--- src/common/dma_consts.svh ---
// Offsets, field positions, reset values and bus codes of the DMA master.
// Assumes inclusion by bare name from the package and the design file.
`ifndef DMA_CONSTS_SVH
`define DMA_CONSTS_SVH

// ----------------------------------------------------------------
// Register offsets (byte addresses)
// ----------------------------------------------------------------
`define OFS_CTRL       8'h00
`define OFS_COUNT      8'h04
`define OFS_ADDR       8'h08
`define OFS_START      8'h0c
`define OFS_STATUS     8'h10

// ----------------------------------------------------------------
// Field positions and reset values
// ----------------------------------------------------------------
`define CTRL_DIR_BIT   0
`define START_BIT      0
`define ST_DONE_BIT    0
`define ST_ERR_BIT     1
`define ST_BUSY_BIT    2
`define CTRL_RST       8'h00
`define DIR_TO_FIFO    1'b1
// T3 cycles before the synchronised ready can reflect this cycle's pin
`define T3_MIN_WAIT    2'h2

// ----------------------------------------------------------------
// Bus status line codes and AXI responses
// ----------------------------------------------------------------
`define STS_PASSIVE    3'h7
`define STS_MEM_READ   3'h5
`define STS_MEM_WRITE  3'h6
`define RESP_OKAY      2'h0
`define RESP_SLVERR    2'h2

`endif

--- src/common/dma_pkg.sv ---
// Types shared by the DMA master and its bench.
// Assumes the constants header sits beside it on the include path.
package dma_pkg;
  `include "dma_consts.svh"

  // ----------------------------------------------------------------
  // Memory bus sequencer states
  // ----------------------------------------------------------------
  typedef enum logic [3:0] {
    S_IDLE, S_CHECK, S_REQ, S_T1, S_T2, S_T3, S_T4, S_BACKOFF, S_WAITF
  } bus_state_t;
endpackage : dma_pkg

--- src/design/fifo_memory_dma_master.sv ---
// DMA master moving 16-bit words between a word FIFO and main memory.
// Assumes a first-word-fall-through FIFO on the same clock, whose full
// flag already counts a write issued in the previous cycle.
`timescale 1ns/100ps
`include "dma_consts.svh"

// Functional notes
// - at most 256 words per transfer
// - 24-bit address, low on AD, high separate
// - end of transfer always interrupts processor
// - two's complement count, incremented per word
// - address increments by one per word
// - direction 1 reads memory into FIFO
// - direction 0 writes FIFO words to memory
// - check FIFO availability before requesting bus
// - hold request until arbiter acknowledges
// - one word per bus cycle, status lines
// - address on bus during T1
// - read waits for ready, FIFO by T4
// - write pre-fetches FIFO word in T4/T1
// - write data driven T2, T3, waits
// - grant lost: drop hold, wait, re-request
// - FIFO unavailable: drop hold until serviceable
// - end: interrupt and return to idle
// - read-clear status plus writable control
// - slave programming only while not transferring
module fifo_memory_dma_master
  import dma_pkg::*;
#(
  parameter int ADDR_W = 24,
  parameter int CNT_W  = 9,
  parameter int AXI_AW = 8
) (
  input  wire logic              clk_sys_in,
  input  wire logic              rst_n_in,
  input  wire logic [AXI_AW-1:0] s_axi_awaddr_in,
  input  wire logic              s_axi_awvalid_in,
  output logic                   s_axi_awready_out,
  input  wire logic [31:0]       s_axi_wdata_in,
  input  wire logic [3:0]        s_axi_wstrb_in,
  input  wire logic              s_axi_wvalid_in,
  output logic                   s_axi_wready_out,
  output logic [1:0]             s_axi_bresp_out,
  output logic                   s_axi_bvalid_out,
  input  wire logic              s_axi_bready_in,
  input  wire logic [AXI_AW-1:0] s_axi_araddr_in,
  input  wire logic              s_axi_arvalid_in,
  output logic                   s_axi_arready_out,
  output logic [31:0]            s_axi_rdata_out,
  output logic [1:0]             s_axi_rresp_out,
  output logic                   s_axi_rvalid_out,
  input  wire logic              s_axi_rready_in,
  output logic                   irq_out,
  output logic                   bus_hold_request_out,
  input  wire logic              bus_hold_ack_in,
  input  wire logic              mem_ready_in,
  input  wire logic [15:0]       ad_in,
  output logic [15:0]            ad_out,
  output logic                   ad_oe_out,
  output logic [ADDR_W-17:0]     high_address_lines_out,
  output logic [2:0]             mem_status_out,
  output logic                   addr_latch_out,
  output logic                   bus_master_oe_out,
  input  wire logic              fifo_full_in,
  input  wire logic              fifo_empty_in,
  input  wire logic [15:0]       fifo_rd_data_in,
  output logic                   fifo_pop_out,
  output logic                   fifo_push_out,
  output logic [15:0]            fifo_push_data_out
);

  // ----------------------------------------------------------------
  // Parameter check
  // ----------------------------------------------------------------
  if (ADDR_W < 17 || ADDR_W > 32 || CNT_W < 2 || CNT_W > 32 || AXI_AW < 5) begin : g_bad
    $error("fifo_memory_dma_master: unsupported parameter values");
  end

  bus_state_t          state_r;
  logic [7:0]          ctrl_r;
  logic [CNT_W-1:0]    count_r;
  logic [ADDR_W-1:0]   addr_r;
  logic                done_r, err_r, irq_r;
  logic                hold_r;
  logic [2:0]          ack_sync_r, rdy_sync_r;
  logic                ack_q_r, rdy_q_r;
  logic [15:0]         wdata_hold_r;
  logic                awready_r, wready_r, bvalid_r, arready_r, rvalid_r;
  logic [1:0]          bresp_r, rresp_r;
  logic [31:0]         rdata_r;
  logic [15:0]         ad_r;
  logic                ad_oe_r, ale_r, mst_oe_r, pop_r, push_r;
  logic [ADDR_W-17:0]  hi_r;
  logic [2:0]          sts_r;
  logic [15:0]         push_data_r;

  logic                dir, busy, fifo_ok, last, enter_t1;
  logic                wr_en, rd_en, st_rd, start_req, cnt_bad, cnt_zero;
  logic [CNT_W-1:0]    count_inc;
  logic [ADDR_W-1:0]   addr_inc, t1_addr;
  logic [1:0]          t3_cnt_r;
  logic                t3_done;
  logic [AXI_AW-1:0]   waddr;

  assign dir       = ctrl_r[`CTRL_DIR_BIT];
  assign busy      = (state_r != S_IDLE);
  assign fifo_ok   = (dir == `DIR_TO_FIFO) ? !fifo_full_in : !fifo_empty_in;
  assign count_inc = count_r + {{(CNT_W-1){1'b0}}, 1'b1};
  assign last      = (count_inc == '0);
  assign enter_t1  = ack_q_r && ((state_r == S_REQ && fifo_ok) ||
                     (state_r == S_T4 && !last && fifo_ok));
  // A nonzero count with the sign bit clear would exceed the page size
  assign cnt_bad   = !count_r[CNT_W-1] && (count_r != '0);
  assign cnt_zero  = (count_r == '0);
  // Back-to-back cycles need the address that the T4 edge is about to store
  assign addr_inc  = addr_r + {{(ADDR_W-1){1'b0}}, 1'b1};
  assign t1_addr   = (state_r == S_T4) ? addr_inc : addr_r;
  // A stale ready from the previous word must not end this data phase
  assign t3_done   = rdy_q_r && (t3_cnt_r == `T3_MIN_WAIT);

  // ----------------------------------------------------------------
  // Pin synchronisers: a change counts once stages two and three agree
  // ----------------------------------------------------------------
  always_ff @(posedge clk_sys_in) begin
    if (!rst_n_in) begin
      ack_sync_r <= 3'h0;
      rdy_sync_r <= 3'h0;
      ack_q_r    <= 1'b0;
      rdy_q_r    <= 1'b0;
    end else begin
      ack_sync_r <= {ack_sync_r[1:0], bus_hold_ack_in};
      rdy_sync_r <= {rdy_sync_r[1:0], mem_ready_in};
      if (ack_sync_r[2] == ack_sync_r[1]) ack_q_r <= ack_sync_r[1];
      if (rdy_sync_r[2] == rdy_sync_r[1]) rdy_q_r <= rdy_sync_r[1];
    end
  end

  always_ff @(posedge clk_sys_in) begin
    if (!rst_n_in || state_r != S_T3) t3_cnt_r <= 2'h0;
    else if (t3_cnt_r != `T3_MIN_WAIT) t3_cnt_r <= t3_cnt_r + 2'h1;
  end

  // ----------------------------------------------------------------
  // AXI4-Lite slave: address and data are taken together
  // ----------------------------------------------------------------
  assign wr_en     = awready_r && s_axi_awvalid_in && s_axi_wvalid_in;
  assign rd_en     = arready_r && s_axi_arvalid_in;
  assign waddr     = s_axi_awaddr_in;
  assign st_rd     = rd_en && (s_axi_araddr_in == AXI_AW'(`OFS_STATUS));
  assign start_req = wr_en && !busy && (waddr == AXI_AW'(`OFS_START)) &&
                     s_axi_wstrb_in[0] && s_axi_wdata_in[`START_BIT];

  function automatic logic [31:0] merge(input logic [31:0] old_v,
                                        input logic [31:0] new_v,
                                        input logic [3:0]  strb);
    logic [31:0] m;
    m = old_v;
    for (int b = 0; b < 4; b++) begin
      if (strb[b]) m[8*b +: 8] = new_v[8*b +: 8];
    end
    return m;
  endfunction : merge

  always_ff @(posedge clk_sys_in) begin
    if (!rst_n_in) begin
      awready_r <= 1'b0;
      wready_r  <= 1'b0;
      bvalid_r  <= 1'b0;
      bresp_r   <= `RESP_OKAY;
    end else begin
      awready_r <= !awready_r && !bvalid_r && s_axi_awvalid_in && s_axi_wvalid_in;
      wready_r  <= !awready_r && !bvalid_r && s_axi_awvalid_in && s_axi_wvalid_in;
      if (wr_en) begin
        bvalid_r <= 1'b1;
        // Programming is refused from start until the sequencer is back in idle, status writes excepted
        if (busy && waddr != AXI_AW'(`OFS_STATUS)) bresp_r <= `RESP_SLVERR;
        else if (waddr == AXI_AW'(`OFS_CTRL) || waddr == AXI_AW'(`OFS_COUNT) ||
                 waddr == AXI_AW'(`OFS_ADDR) || waddr == AXI_AW'(`OFS_START) ||
                 waddr == AXI_AW'(`OFS_STATUS)) bresp_r <= `RESP_OKAY;
        else bresp_r <= `RESP_SLVERR;
      end else if (s_axi_bready_in) begin
        bvalid_r <= 1'b0;
      end
    end
  end

  always_ff @(posedge clk_sys_in) begin
    if (!rst_n_in) begin
      arready_r <= 1'b0;
      rvalid_r  <= 1'b0;
      rresp_r   <= `RESP_OKAY;
      rdata_r   <= 32'h0;
    end else begin
      arready_r <= !arready_r && !rvalid_r && s_axi_arvalid_in;
      if (rd_en) begin
        rvalid_r <= 1'b1;
        rresp_r  <= `RESP_OKAY;
        case (s_axi_araddr_in)
          AXI_AW'(`OFS_CTRL):   rdata_r <= 32'(ctrl_r);
          AXI_AW'(`OFS_COUNT):  rdata_r <= 32'(count_r);
          AXI_AW'(`OFS_ADDR):   rdata_r <= 32'(addr_r);
          AXI_AW'(`OFS_START):  rdata_r <= 32'h0;
          AXI_AW'(`OFS_STATUS): rdata_r <= 32'({busy, err_r, done_r});
          default: begin
            rdata_r <= 32'h0;
            rresp_r <= `RESP_SLVERR;
          end
        endcase
      end else if (s_axi_rready_in) begin
        rvalid_r <= 1'b0;
      end
    end
  end

  // ----------------------------------------------------------------
  // Programming registers; count and address advance per word
  // ----------------------------------------------------------------
  always_ff @(posedge clk_sys_in) begin
    if (!rst_n_in) begin
      ctrl_r  <= `CTRL_RST;
      count_r <= '0;
      addr_r  <= '0;
    end else if (wr_en && !busy) begin
      if (waddr == AXI_AW'(`OFS_CTRL))
        ctrl_r <= 8'(merge(32'(ctrl_r), s_axi_wdata_in, s_axi_wstrb_in));
      if (waddr == AXI_AW'(`OFS_COUNT))
        count_r <= CNT_W'(merge(32'(count_r), s_axi_wdata_in, s_axi_wstrb_in));
      if (waddr == AXI_AW'(`OFS_ADDR))
        addr_r <= ADDR_W'(merge(32'(addr_r), s_axi_wdata_in, s_axi_wstrb_in));
    end else if (state_r == S_T4) begin
      count_r <= count_inc;
      addr_r  <= addr_r + {{(ADDR_W-1){1'b0}}, 1'b1};
    end
  end

  // ----------------------------------------------------------------
  // Status flags: hardware set wins over the read-clear
  // ----------------------------------------------------------------
  always_ff @(posedge clk_sys_in) begin
    if (!rst_n_in) begin
      done_r <= 1'b0;
      err_r  <= 1'b0;
      irq_r  <= 1'b0;
    end else begin
      if ((state_r == S_T4 && last) || (start_req && cnt_zero)) done_r <= 1'b1;
      else if (st_rd) done_r <= 1'b0;
      if (start_req && cnt_bad) err_r <= 1'b1;
      else if (st_rd) err_r <= 1'b0;
      // No mask exists: every completion reaches the processor
      irq_r <= done_r || err_r;
    end
  end

  // ----------------------------------------------------------------
  // Memory bus sequencer
  // ----------------------------------------------------------------
  always_ff @(posedge clk_sys_in) begin
    if (!rst_n_in) begin
      state_r <= S_IDLE;
      hold_r  <= 1'b0;
    end else begin
      case (state_r)
        S_IDLE:
          if (start_req && !cnt_bad && !cnt_zero) state_r <= S_CHECK;
        S_CHECK:
          if (fifo_ok) begin
            state_r <= S_REQ;
            hold_r  <= 1'b1;
          end else begin
            state_r <= S_WAITF;
          end
        S_REQ:
          if (!fifo_ok) begin
            state_r <= S_WAITF;
            hold_r  <= 1'b0;
          end else if (ack_q_r) begin
            state_r <= S_T1;
          end
        S_T1: state_r <= S_T2;
        S_T2: state_r <= S_T3;
        S_T3: if (t3_done) state_r <= S_T4;
        S_T4:
          if (last) begin
            state_r <= S_IDLE;
            hold_r  <= 1'b0;
          end else if (!ack_q_r) begin
            state_r <= S_BACKOFF;
            hold_r  <= 1'b0;
          end else if (!fifo_ok) begin
            state_r <= S_WAITF;
            hold_r  <= 1'b0;
          end else begin
            state_r <= S_T1;
          end
        S_BACKOFF: begin
          // One idle cycle lets the higher-priority master take the bus
          state_r <= S_REQ;
          hold_r  <= 1'b1;
        end
        S_WAITF:
          if (fifo_ok) begin
            state_r <= S_REQ;
            hold_r  <= 1'b1;
          end
        default: begin
          state_r <= S_IDLE;
          hold_r  <= 1'b0;
        end
      endcase
    end
  end

  // ----------------------------------------------------------------
  // Bus pins and FIFO strobes
  // ----------------------------------------------------------------
  always_ff @(posedge clk_sys_in) begin
    if (!rst_n_in) begin
      ad_r         <= 16'h0;
      ad_oe_r      <= 1'b0;
      hi_r         <= '0;
      sts_r        <= `STS_PASSIVE;
      ale_r        <= 1'b0;
      mst_oe_r     <= 1'b0;
      pop_r        <= 1'b0;
      push_r       <= 1'b0;
      push_data_r  <= 16'h0;
      wdata_hold_r <= 16'h0;
    end else begin
      pop_r  <= 1'b0;
      push_r <= 1'b0;
      if (enter_t1) begin
        ad_r     <= t1_addr[15:0];
        hi_r     <= t1_addr[ADDR_W-1:16];
        ad_oe_r  <= 1'b1;
        ale_r    <= 1'b1;
        mst_oe_r <= 1'b1;
        sts_r    <= (dir == `DIR_TO_FIFO) ? `STS_MEM_READ : `STS_MEM_WRITE;
        if (dir != `DIR_TO_FIFO) begin
          // Head word is caught now so it is ready before the data phase
          wdata_hold_r <= fifo_rd_data_in;
          pop_r        <= 1'b1;
        end
      end else begin
        case (state_r)
          S_T1: begin
            ale_r <= 1'b0;
            if (dir == `DIR_TO_FIFO) ad_oe_r <= 1'b0;
            else ad_r <= wdata_hold_r;
          end
          S_T3:
            if (t3_done) begin
              sts_r   <= `STS_PASSIVE;
              ad_oe_r <= 1'b0;
              if (dir == `DIR_TO_FIFO) begin
                push_r      <= 1'b1;
                push_data_r <= ad_in;
              end
            end
          S_T4: begin
            mst_oe_r <= 1'b0;
            ad_oe_r  <= 1'b0;
          end
          default: ;
        endcase
      end
    end
  end

  assign s_axi_awready_out      = awready_r;
  assign s_axi_wready_out       = wready_r;
  assign s_axi_bvalid_out       = bvalid_r;
  assign s_axi_bresp_out        = bresp_r;
  assign s_axi_arready_out      = arready_r;
  assign s_axi_rvalid_out       = rvalid_r;
  assign s_axi_rresp_out        = rresp_r;
  assign s_axi_rdata_out        = rdata_r;
  assign irq_out                = irq_r;
  assign bus_hold_request_out   = hold_r;
  assign ad_out                 = ad_r;
  assign ad_oe_out              = ad_oe_r;
  assign high_address_lines_out = hi_r;
  assign mem_status_out         = sts_r;
  assign addr_latch_out         = ale_r;
  assign bus_master_oe_out      = mst_oe_r;
  assign fifo_pop_out           = pop_r;
  assign fifo_push_out          = push_r;
  assign fifo_push_data_out     = push_data_r;
endmodule : fifo_memory_dma_master

--- config.mk ---
export PLATFORM = sky130hd
export DESIGN_NAME = fifo_memory_dma_master
export DESIGN_NICKNAME = d
export VERILOG_FILES = /design/src/common/dma_pkg.sv /design/src/design/fifo_memory_dma_master.sv
export VERILOG_INCLUDE_DIRS = /design/src /design/src/common
export SDC_FILE = /design/constraint.sdc
export NUM_CORES = 1
export LEC_CHECK = 0
export ABC_AREA = 1
export BUFFER_PORTS_ARGS = -buffer_cell sky130_fd_sc_hd__buf_2
export CORE_MARGIN = 4
export CORE_UTILIZATION = 58
export DETAILED_ROUTE_END_ITERATION = 16
export HOLD_SLACK_MARGIN = 0.08
export PLACE_DENSITY = 0.84
export REMOVE_ABC_BUFFERS = 1
export SLEW_MARGIN = 20
export SYNTH_ARGS = -nofsm -noshare
export SYNTH_HDL_FRONTEND = slang
export SYNTH_SLANG_ARGS = --single-unit
--- constraint.sdc ---
create_clock -name clk_sys_in -period 6.4 [get_ports clk_sys_in]
set_clock_uncertainty 0.2 [all_clocks]
set_input_delay 0.32 -clock clk_sys_in [delete_from_list [all_inputs] [get_ports clk_sys_in]]
set_output_delay 0.32 -clock clk_sys_in [all_outputs]
set_load 0.02 [all_outputs]
==> impl_metrics.toml <==
[status]
outcome = "finished, final reports clean"

[synthesis]
synth_cell_types = 44
avgSynthCellArea_um2 = 7.025
synth_warnings = 0
netlist_instances = 1062
ys_seq_elements = 152
seq_area_frac_synth_pct = 40.78
netlist_area_mm2 = 0.007461

[final_layout]
final_nets = 1367
drive_gt1_share_pct = 18.91
fin_util_pct = 75.25
final_area_mm2 = 0.009497
fin_cells = 1452
areaGrowthSynthToFinish_pct = 27.28
n_antenna_cell = 0
fill_cells = 1004

[worst_hold_path]
hold_end = "ad_out[11]$_SDFFE_PN0P_"
holdCritPathClass = "in -> reg"
hold_depth = 3
min_from = "rst_n_in"

[power]
power_frac_seq_pct = 45.7
max-vdd-ir-drop_uv = 184.8
power_leakage_uw = 0.004234
p_per_area_mw_per_mm2 = 224.5
p_clk_share_pct = 47.3
switching_share_pct = 23.45
combinationalPowerShare_pct = 7.0
p_total_uw = 2132
p_switching_uw = 500.0
p_int_uw = 1632

[route]
routed_wirelength_mm = 21.34
drc = 0
wire_per_inst_um = 14.70
top_layer = "met4"
met3_length_mm = 1.706
wirelength_met1_mm = 9.111
routed-wl-met2_mm = 10.08
ant_nets = 0
vias = 7770
dr.pass1.iters = 5
drt-vias-per-instance = 5.351
drt_iter0_drc = 631

[worst_setup_path]
r2r_start = "state_r[1]$_SDFFE_PN0P_"
end_kind = "register"
worst-r2r-setup-slack_ps = 3510
critPathKind = "in -> reg"
cp.arrival_ps = 3070
worstRegToRegCells = 10
worstPathRequired_ps = 6560
reg2reg_to = "addr_r[17]$_SDFFE_PN0P_"
startpoint_type = "input port"
cp_max_fo = 36

[floorplan]
io_pins = 186
num_rows = 41
die_h_um = 121.4
die_x_um = 121.4
initial_core_util_pct = 59.12
die_area_mm2 = 0.01474
core_mm2 = 0.01262

[clock_network]
htreeDepth = 4
cts_tree = "yes"
cts_buffer_depth = 2
postCtsSetupRepairBufs = 0
clk_pin_slew_worst_paths_ps = 60
numCtsBuffers = 17
clock_latency_ps = 430
postCtsResizedCells = 0
holdBufCountCts = 65
clkSinkCount = 152
clock-root-buffer = "clkbuf_16"

[placed_design]
hpwlAfterDp_mm = 14.22
gp_congestion = 0.9293
dp.cells = 1355
port_buffers = 165
placedInstanceArea_mm2 = 0.008252

[grt]
antenna_found_initial = 0
grt_max_degree = 113
grt_pass1_vias = 7184
grt_pass1_wl_mm = 34.75
grt_util_all_layers_pct = 29.14
grt-ovfl-total = 0

[job]
cap_viol_max_count = 0

[timing]
fin_setup_tns_ps = 0
period_share_pct = 45.49
rsz0062_at_grt = "no"
drv_slew = 0
tightest_slew_ps = 1065
fmax_mhz = 343.5
setup_viol = 0
fin_crit_ps = 2912
relSlewSlack_pct = 29.02
hold_violations = 0
## registers in the layout, indices dropped and copies added, names as in the netlist, 2 cells and up
register	flops
mem_status_out	2
s_axi_rdata_out	24
addr_r	24
t3_cnt_r	2
wdata_hold_r	16
fifo_push_data_out	16
rdy_sync_r	3
state_r	4
high_address_lines_out	8
ad_out	16
count_r	9
ack_sync_r	3
ctrl_r	8
## metal layers
metal / up-vias / global-route usage (%)
li1: 3893 / -
met1: 3525 / 37.87
met2: 312 / 47.60
met3: 40 / 6.807
met4: 0 / 10.08
met5: - / 0
## power groups by stage
stage	Combinational [uW]	Clock [uW]	Sequential (uW)
after detailed placement	115	0	995
after floorplan	49.0	0	999
after CTS	146	1010	974
after global routing	164	1050	976
final	149	1010	974
after global placement	113	0	994
## cell usage after synthesis, drive strengths merged
cell type | count | share of area, %
a211oi | 2 | 0.20
a21oi | 93 | 6.3
a221oi | 1 | 0.12
a31oi | 13 | 1.2
buf | 30 | 2.8
clkbuf | 26 | 1.3
clkinv | 3 | 0.15
conb | 2 | 0.10
dfxtp | 152 | 41
ha | 5 | 0.84
inv | 96 | 4.9
nand2 | 254 | 13
nand3 | 90 | 6.7
nand3b | 3 | 0.30
nand4 | 16 | 1.3
nor2 | 117 | 7.0
nor3 | 26 | 1.8
nor4 | 10 | 0.84
o211ai | 3 | 0.30
o21ai | 89 | 6.0
o21bai | 1 | 0.10
o221ai | 4 | 0.47
o22ai | 2 | 0.17
or2 | 2 | 0.17
xnor2 | 3 | 0.35
xor2 | 19 | 2.2
## cell families after synthesis
| group | synth area share (%) |
|---|---|
| other | 0.1007 |
| flip-flops | 40.78 |
| buffers and inverters | 9.223 |
| adder cells (fa/ha/maj) | 0.8385 |
| AO/OA/AOI/OAI | 14.84 |
| AND/OR/NAND/NOR | 31.63 |
| XOR/XNOR | 2.583 |
## stage by stage
step,worst slack (ps),hold WS [ps]
2_1_floorplan,3688,190.0
3_3_place_gp,3668,192.8
3_5_place_dp,3630,206.7
4_1_cts,3556,113.3
5_1_grt,3215,152.2
6_report,3488,134.9
## worst max-delay path, cell delays in order
cell and delay [ps]:
dlygate4sd3_1 530, buf_2 110, nand3_1 170, nor2_4 140, buf_4 360, inv_2 340
a31oi_2 430, nor2_2 150, inv_1 240, a21oi_1 90, a21oi_1 140
## how the worst max path moves through the flow
| stage | depth (start not counted) | startpoint | slack (ps) | to |
|---|---|---|---|---|
| 4_1_cts | 11 | s_axi_awvalid_in | 3560 | addr_r[17]$_SDFFE_PN0P_ |
| 2_1_floorplan | 9 | s_axi_wready_out$_SDFF_PN0_ | 3690 | count_r[0]$_SDFFE_PN0P_ |
| 5_1_grt | 12 | s_axi_awvalid_in | 3210 | count_r[4]$_SDFFE_PN0P_ |
| 3_3_place_gp | 11 | state_r[1]$_SDFFE_PN0P_ | 3670 | count_r[2]$_SDFFE_PN0P_ |
| 3_5_place_dp | 10 | state_r[1]$_SDFFE_PN0P_ | 3630 | addr_r[17]$_SDFFE_PN0P_ |
| 6_report | 11 | s_axi_awvalid_in | 3490 | addr_r[17]$_SDFFE_PN0P_ |
## final cells by class
| cell class | instances | area [um^2] | area share (%) |
|---|---|---|---|
| clock inverter | 10 | 120.1 | 1.265 |
| timing repair buffer | 233 | 1501 | 15.81 |
| clock buffer | 22 | 474.2 | 4.993 |
| inverter | 99 | 379.1 | 3.992 |
| tap | 172 | 215.2 | 2.266 |
| sequential | 152 | 3043 | 32.04 |
| multi-input combinational | 764 | 3764 | 39.63 |
## cells in the final DEF (no fill, tap or decap), types with 6 or more instances in the layout
cell	netlist	routed
a21oi_1	91	91
a31oi_1	12	12
buf_2	9	164
clkbuf_16	0	17
conb_1	2	11
dfxtp_1	152	152
dlygate4sd3_1	0	65
inv_1	89	88
inv_2	6	6
nand2_1	248	248
nand3_1	81	81
nand3_2	8	8
nand4_1	16	16
nor2_1	101	101
nor2_2	9	9
nor2_4	6	6
nor3_1	25	25
nor4_1	10	10
o21ai_0	84	84
xor2_1	19	19
No activity file was read; power rests on OpenSTA's default activity.
